`src/ufp_cfg.svh`:
```
// timing counts and constants for the fifo port host controller
`ifndef UFP_CFG_SVH
`define UFP_CFG_SVH

`define UFP_CLK_NS 100
`define UFP_RD_ACTIVE_NS 50
`define UFP_RD_PRECHARGE_NS 50
`define UFP_FLAG_INACTIVE_NS 80
`define UFP_WR_ACTIVE_NS 50
`define UFP_WR_PRECHARGE_NS 50
`define UFP_DATA_VALID_NS 50
`define UFP_WAKE_PULSE_NS 50
// least times round up to whole cycles, never under one
`define UFP_CYC(ns) ((((ns) + `UFP_CLK_NS - 1) / `UFP_CLK_NS) < 1 ? 1 : \
    (((ns) + `UFP_CLK_NS - 1) / `UFP_CLK_NS))
`define UFP_RD_ACTIVE_CYC `UFP_CYC(`UFP_RD_ACTIVE_NS > `UFP_DATA_VALID_NS ? \
    `UFP_RD_ACTIVE_NS : `UFP_DATA_VALID_NS)
`define UFP_RD_GAP_CYC `UFP_CYC(`UFP_RD_PRECHARGE_NS + `UFP_FLAG_INACTIVE_NS)
`define UFP_WR_ACTIVE_CYC `UFP_CYC(`UFP_WR_ACTIVE_NS)
`define UFP_WR_GAP_CYC `UFP_CYC(`UFP_WR_PRECHARGE_NS)
`define UFP_WAKE_CYC `UFP_CYC(`UFP_WAKE_PULSE_NS)
`define UFP_CNT_W 4
`define UFP_DATA_W 8

`endif

```
`src/ufp_pkg.sv`:
```
// types for the fifo port host controller
package ufp_pkg;
    typedef enum logic [2:0] {
        ufp_idle,
        ufp_rd_low,
        ufp_rd_gap,
        ufp_wr_high,
        ufp_wr_gap
    } ufp_state_type;

    // pins toward the device
    typedef struct packed {
        logic rd_n;
        logic wr;
        logic send_now_wake;
        logic [7:0] bus_out;
        logic [7:0] bus_oe;
    } ufp_pins_out_type;

    typedef struct packed {
        logic rx_data_avail_n;
        logic tx_space_avail_n;
        logic power_enable_n;
        logic [7:0] bus_in;
    } ufp_pins_in_type;
endpackage

```
`src/ufp_host.sv`:
```
// host controller that drives one channel of the byte fifo port
// Functional notes
// - read only while receive flag low, strobe low-high
// - write only while space flag low, strobe high-low
// - read low 50 ns, gap 50 plus 80
// - write high 50 ns, precharge 50 ns
`timescale 1ns/1ps
`default_nettype none
`include "ufp_cfg.svh"

module ufp_host
(
    input wire logic sys_clk,
    input wire logic rst_b,
    input wire ufp_pkg::ufp_pins_in_type pins_in,
    output ufp_pkg::ufp_pins_out_type pins_out,
    input wire logic rd_req,
    output logic rd_ready,
    output logic rd_valid,
    output logic [7:0] rd_data,
    input wire logic wr_req,
    input wire logic [7:0] wr_data,
    output logic wr_ready,
    output logic wr_done,
    input wire logic wake_req,
    output logic wake_ready,
    output logic suspended
);
    import ufp_pkg::*;

    // sequencer for one channel; a second channel takes its own copy
    ufp_state_type state;
    ufp_state_type next_state;
    logic [`UFP_CNT_W-1:0] cnt;
    logic [`UFP_CNT_W-1:0] next_cnt;

    // write byte, wake timer and registered pin drive
    logic [7:0] wr_hold;
    logic [`UFP_CNT_W-1:0] wake_cnt;
    logic rd_strobe;
    logic wr_strobe;
    logic bus_drive;

    // counter load for a phase of n cycles; the phase ends at zero
    function automatic logic [`UFP_CNT_W-1:0] cyc(input integer n);
        cyc = n[`UFP_CNT_W-1:0] - 4'h1;
    endfunction

    // last cycle of a timed phase; sampling and pulses key off it
    function automatic logic phase_end(
        input ufp_state_type now,
        input ufp_state_type phase,
        input logic [`UFP_CNT_W-1:0] count
    );
        phase_end = (now == phase) && (count == 4'h0);
    endfunction

    // a read or write request is only taken when the device flag allows it
    assign rd_ready = (state == ufp_idle) && !pins_in.rx_data_avail_n;
    assign wr_ready = (state == ufp_idle) && !pins_in.tx_space_avail_n
        && !rd_req;
    assign wake_ready = (wake_cnt == 4'h0);
    assign suspended = pins_in.power_enable_n;

    // sequencing; reads win over writes to drain the device first
    always_comb
    begin
        next_state = state;
        next_cnt = (cnt == 4'h0) ? 4'h0 : cnt - 4'h1;
        case (state)
            ufp_idle:
            begin
                if (rd_req && rd_ready)
                begin
                    next_state = ufp_rd_low;
                    next_cnt = cyc(`UFP_RD_ACTIVE_CYC);
                end
                else if (wr_req && wr_ready)
                begin
                    next_state = ufp_wr_high;
                    next_cnt = cyc(`UFP_WR_ACTIVE_CYC);
                end
            end
            ufp_rd_low:
            begin
                if (cnt == 4'h0)
                begin
                    next_state = ufp_rd_gap;
                    next_cnt = cyc(`UFP_RD_GAP_CYC);
                end
            end
            ufp_rd_gap:
            begin
                if (cnt == 4'h0)
                    next_state = ufp_idle;
            end
            ufp_wr_high:
            begin
                if (cnt == 4'h0)
                begin
                    next_state = ufp_wr_gap;
                    next_cnt = cyc(`UFP_WR_GAP_CYC);
                end
            end
            ufp_wr_gap:
            begin
                // flag recovery is watched in idle, so only precharge here
                if (cnt == 4'h0)
                    next_state = ufp_idle;
            end
            default:
            begin
                next_state = ufp_idle;
                next_cnt = 4'h0;
            end
        endcase
    end

    // sequencer state
    always_ff @(posedge sys_clk)
    begin
        if (!rst_b)
            state <= ufp_idle;
        else
            state <= next_state;
    end

    // phase counter; cleared in reset so no stale width survives it
    always_ff @(posedge sys_clk)
    begin
        if (!rst_b)
            cnt <= 4'h0;
        else
            cnt <= next_cnt;
    end

    // write byte held steady across the whole strobe for setup and hold
    always_ff @(posedge sys_clk)
    begin
        if (!rst_b)
            wr_hold <= 8'h00;
        else if (state == ufp_idle && wr_req && wr_ready)
            wr_hold <= wr_data;
    end

    // sample the head byte at the end of the low phase, past valid-data time
    always_ff @(posedge sys_clk)
    begin
        if (!rst_b)
            rd_data <= 8'h00;
        else if (phase_end(state, ufp_rd_low, cnt))
            rd_data <= pins_in.bus_in;
    end

    // one-cycle valid pulse alongside the sampled byte
    always_ff @(posedge sys_clk)
    begin
        if (!rst_b)
            rd_valid <= 1'b0;
        else
            rd_valid <= phase_end(state, ufp_rd_low, cnt);
    end

    // done pulse when the write strobe falls
    always_ff @(posedge sys_clk)
    begin
        if (!rst_b)
            wr_done <= 1'b0;
        else
            wr_done <= phase_end(state, ufp_wr_high, cnt);
    end

    // wake strobe: one low pulse; meaning depends on power state
    always_ff @(posedge sys_clk)
    begin
        if (!rst_b)
            wake_cnt <= 4'h0;
        else if (wake_req && wake_cnt == 4'h0)
            wake_cnt <= 4'(`UFP_WAKE_CYC);
        else if (wake_cnt != 4'h0)
            wake_cnt <= wake_cnt - 4'h1;
    end

    // read strobe registered so the pin never glitches
    always_ff @(posedge sys_clk)
    begin
        if (!rst_b)
            rd_strobe <= 1'b0;
        else
            rd_strobe <= (next_state == ufp_rd_low);
    end

    // write strobe; byte and strobe rise together, setup counts to the fall
    always_ff @(posedge sys_clk)
    begin
        if (!rst_b)
            wr_strobe <= 1'b0;
        else
            wr_strobe <= (next_state == ufp_wr_high);
    end

    // bus released unless writing, so other parts may share the lines
    always_ff @(posedge sys_clk)
    begin
        if (!rst_b)
            bus_drive <= 1'b0;
        else
            bus_drive <= (next_state == ufp_wr_high);
    end

    // pin outputs; wake line idles high between pulses
    assign pins_out.rd_n = !rd_strobe;
    assign pins_out.wr = wr_strobe;
    assign pins_out.send_now_wake = (wake_cnt == 4'h0);
    assign pins_out.bus_out = wr_hold;
    assign pins_out.bus_oe = {8{bus_drive}};
endmodule

`default_nettype wire

```
`config.mk`:
```
export PLATFORM = sky130hd
export DESIGN_NAME = ufp_host
export DESIGN_NICKNAME = d
export VERILOG_FILES = /design/src/ufp_pkg.sv /design/src/ufp_host.sv
export VERILOG_INCLUDE_DIRS = /design/src
export SDC_FILE = /design/constraint.sdc
export NUM_CORES = 1
export LEC_CHECK = 0
export ABC_AREA = 1
export BUFFER_PORTS_ARGS = -buffer_cell sky130_fd_sc_hd__buf_2
export CAP_MARGIN = 20
export CORE_MARGIN = 8
export CORE_UTILIZATION = 25
export DETAILED_ROUTE_END_ITERATION = 7
export PLACE_DENSITY = 0.54
export SLEW_MARGIN = 40
export SYNTH_ARGS = -nofsm -noshare
export SYNTH_HDL_FRONTEND = slang
export SYNTH_SLANG_ARGS = --single-unit
export TNS_END_PERCENT = 50
```
`constraint.sdc`:
```
create_clock -name sys_clk -period 1.3 [get_ports sys_clk]
set_clock_uncertainty 0.05 [all_clocks]
set_input_delay 0.065 -clock sys_clk [delete_from_list [all_inputs] [get_ports sys_clk]]
set_output_delay 0.065 -clock sys_clk [all_outputs]
set_load 0.01 [all_outputs]
```
---- Yosys cells after proc, flatten, opt, wreduce, memory -nomap -nowiden ----
Index checks and enable logic that the tools add are counted.
operators by class
  $add $sub $neg .......................... 2
  equal/unequal tests ..................... 6
  mux-type cells .......................... 14
  bitwise gates (word level) .............. 1
  reductions and logical operators ........ 21
operators with widths
  kind                 number
  $mux 4               5
  $pmux 4 s4           1
  $mux 3               5
  $pmux 3 s4           1
  $logic_and 1x1->1    10
  $eq 3x2->1 const B   3
  $logic_not 4->1      2
  $sub 4x1->4 const B  2
  $eq 3x1->1 const B   2
  $logic_not 1->1      4
  $reduce_bool 4->1    1
  $reduce_or 2->1      2
  $eq 3x3->1 const B   1
  $logic_not 3->1      1
  $mux 1               2
  $reduce_bool 2->1    1
  $not 1->1            1
word-level totals
  flip-flop bits (word level) ............. 31
  output and inout bits ................... 33
  logic and storage cells ................. 54

---- Depth between registers and ports, before layout ----
  depth in word-level cells ............... 8
  gate-level depth with buffers ........... 8
  mapped depth without buffers ............ 8

---- Least setup slack after synthesis ----
No wires, ideal clock.
  path type ............................... register to register
  start point ............................. register wake_cnt[0]
  end point ............................... register wake_cnt[1]
  library setup time ...................... 0.070 ns
  data arrival time ....................... 1.206 ns
  slack ................................... -0.025 ns
  cell stages (with the launch flop) ...... 7
  buffers on the path ..................... 0
  clock period less this slack ............ 1.325 ns
  cell sequence ........................... dfxtp_1 -> inv_1 -> ha_1 -> nand3_1 -> inv_1 -> or2_2 -> a21oi_1
between the ends
  word-level cells in the longest chain between the ends .. 3
  elaborated cells on any way between the ends .. 5
  those cells by class .................... add/sub: 1; reduce/logical: 4
RTL lines
  element                           RTL line         text
  start, declared                   ufp_host.sv:39   logic [`UFP_CNT_W-1:0] wake_cnt;
  start signal, assigned            ufp_host.sv:179  wake_cnt <= 4'(`UFP_WAKE_CYC);
  start signal, assigned            ufp_host.sv:181  wake_cnt <= wake_cnt - 4'h1;
  $logic_not 4->1                   n/a
  via wake_ready                    ufp_host.sv:26   output logic wake_ready,
  $logic_and 1x1->1                 ufp_host.sv:178  else if (wake_req && wake_cnt == 4'h0)
  $reduce_or 2->1 (no source line)  n/a
The timed path passes the listed nets, and every way through them passes these cells.
A chain may end at the register's enable or synchronous reset.

==> results.cfg <==
[placement]
pre_cts_ws_ns = -0.0604
dp_hpwl_mm = 2.50
portBuffers = 54
place_inst = 295
gp_congestion = 0.746
placed_area_mm2 = 0.00166

[cts]
clk_pin_slew_ns = 0.07
cts-root-buf = clkbuf_8
cts_sinks = 31
clockBufferDepth = 2
cts_tree = done
cts_inserted_buffers = 5
clk_latency_ns = 0.27
h-tree-depth = 2

[global_routing]
grt_usage_pct = 9.01
grt_pass1_wl_mm = 5.54
grt_pass1_vias = 1305
grt_max_degree = 20
antenna_found_initial = 0
overflow = 0

[route]
vias = 1304
firstDrtPassIters = 4
vias_per_cell = 4.02
routed_wirelength_mm = 3.51
drc_errors = 0
ant_nets = 0
wire_per_inst_um = 10.8
drt_iter0_drc = 25

[setup_path]
crit_cells = 6
path_buf_inv = 4
r2r_setup_slack_ns = 0.04
critPathCaptureType = primary output
crit_fanout = 4
crit_type = flip-flop to primary output
cpMaxStageDelayCell = dfxtp_2
worst_ep_arrival_time_ns = 1.17
critical_path.max_stage_delay_ns = 0.34
cp.required_ns = 1.19
timing.rr.start = wake_cnt[0]
critPathTopFamily = flip-flops
start_kind = flip-flop
worstReg2RegEnd = wake_cnt[3]
endpoint = pins_out[16]
path_cells = inv_2 > ha_4 > nand3_2 > inv_2 > buf_6 > buf_6
crit_path_start = wake_cnt[0]
r2r_cells = 5

[floorplan]
die_x_um = 88.8
core_mm2 = 0.00511
dieHeight_um = 88.8
ioPinCount = 57
initial_core_util_pct = 26.0
rows = 26
die_area_mm2 = 0.00789

[logic_synthesis]
synth_nets = 201
synth_flop_cell = dfxtp_1
ys_warn_count = 0
synth_top_area_share_pct = 46.8
netlist_instances = 176
synth_common_cells = 41 x nor2_1, 31 x dfxtp_1, 20 x nand2_1, 18 x inv_1, 16 x o21ai_0
synth.most_common_cell = nor2_1
yosysSeqAreaShare_pct = 46.8
syn_avg_cell_area_um2 = 7.54
synth_edf_count = 0
synthDistinctLibCells = 26
yosys.area.top_type = dfxtp_1
synth-seq-cells = 31
syn_area_mm2 = 0.00133
synth_area_leaders = dfxtp_1 47%, nor2_1 12%, buf_4 6.2%
synthArstFlopShare_pct = 0

[final_layout]
diodes = 0
area_delta_synth_final_pct = 59.4
final_net_count = 278
final_cells = 324
drive_above_1_share_pct = 45.3
finalInstanceArea_mm2 = 0.00211

[hold_path]
hold_start = wr_data[2]
hold_path_class = input pin to flip-flop

[timing]
fmax_mhz = 779
hold_violations = 0
fin_crit_ns = 1.28
worst_slack_ns = 0.0160
maxSlewViolCount = 0
tightest_slew_ns = 0.223
final-setup-viol-count = 0
whs_ns = 0.00688
slew_headroom_pct = 85.1
rsz0062_at_grt = yes
fin_tns_setup_ns = 0
post-route-period-util_pct = 98.8

[power]
pwr-share-seq_pct = 32.5
power_leakage_nw = 1.01
pwr-share-clk_pct = 30.6
p_sw_mw = 1.11
power.internal_mw = 2.54
swShare_pct = 30.3
power_density_mw_per_mm2 = 1720
combPwrFrac_pct = 36.9
ir_worst_vdd_uv = 593

[status]
status = completed

[flow_run]
max_cap_viol_count = 0
==> logic make-up after synthesis <==
family	Yosys count	synth area share (%)
AO/OA/AOI/OAI	27	10.9
AND/OR/NAND/NOR	81	26.9
flip-flops	31	46.8
adder cells (fa/ha/maj)	1	0.943
buffers and inverters	35	13.8
XOR/XNOR	1	0.660
==> power by group through the flow <==
stage               sequential, mW  combinational, mW  clock [mW]
floorplan                     1.21              0.635           0
global placement              1.19               1.02           0
CTS                           1.17               1.22        1.15
global route                  1.21               1.49        1.18
detailed placement            1.19               1.02           0
finish                        1.19               1.34        1.12
==> layout by cell type, fill, tap and decap left out, drive strengths merged <==
cell type,instances
a211oi,1
a21oi,9
buf,70
bufinv,2
clkbuf,6
clkinvlp,2
dfxtp,31
dlygate4sd3,15
ha,1
inv,18
nand2,22
nand3,7
nand4,1
nor2,45
nor3,3
o211ai,1
o21ai,16
or2,2
or3,1
xnor2,1
==> worst min-delay path by stage <==
stage	endpoint	slack (ns)	cells past startpoint
floorplan	wr_ready	0.13	1
global placement	suspended	0.08	0
detailed placement	suspended	0.08	0
finish	wr_hold[2]	0.007	3
CTS	wr_hold[2]	0.01	3
global route	wr_hold[2]	0.04	3
==> what timing repair did <==
| item | 4_1_cts | 5_1_grt |
|---|---|---|
| hold endpoints to repair | 15 | 0 |
| setup buffers | 3 | 3 |
| hold buffers | 15 | 0 |
| pin swaps | 2 | 8 |
| gates resized for setup | 16 | 28 |
| endpoints found under the setup margin | 13 | 24 |
==> worst reg2reg max path, stage by stage (launching register included) <==
cell and delay [ns]:
dfxtp_2 0.34, inv_2 0.05, ha_4 0.16, buf_4 0.13, or3_1 0.35, a21oi_2 0.11
==> state kept, by name, summed over array words and instances, names as in the netlist <==
signal	cells
rd_data	8
wr_hold	8
cnt	4
wake_cnt	4
state	3
bus_drive	1
rd_strobe	1
rd_valid	1
wr_done	1
==> routing by layer <==
| metal | part of all wire (%) | up-vias | track usage, % |
|---|---|---|---|
| met5 | 0 | - | 0 |
| met4 | 0.60 | 0 | 3.23 |
| met3 | 9.6 | 2 | 4.36 |
| met2 | 48 | 44 | 15.3 |
| met1 | 42 | 566 | 9.42 |
| li1 | - | 692 | - |
==> stage by stage <==
step / utilization [%] / total power [mW]
floorplan: - / 1.84
global placement: 32.6 / 2.20
detailed placement: 32.6 / 2.21
CTS: 39.5 / 3.55
global route: 41.4 / 3.87
finish: 41.4 / 3.65
==> area by class of cell <==
cell class,instances,area [um2]
fill,536,2990
sequential,31,631
multi-input combinational,110,611
timing repair buffer,85,571
tap,70,87.6
inverter,20,82.6
clock buffer,6,72.6
clock inverter,2,60.1
No activity file was read; power rests on OpenSTA's default activity.
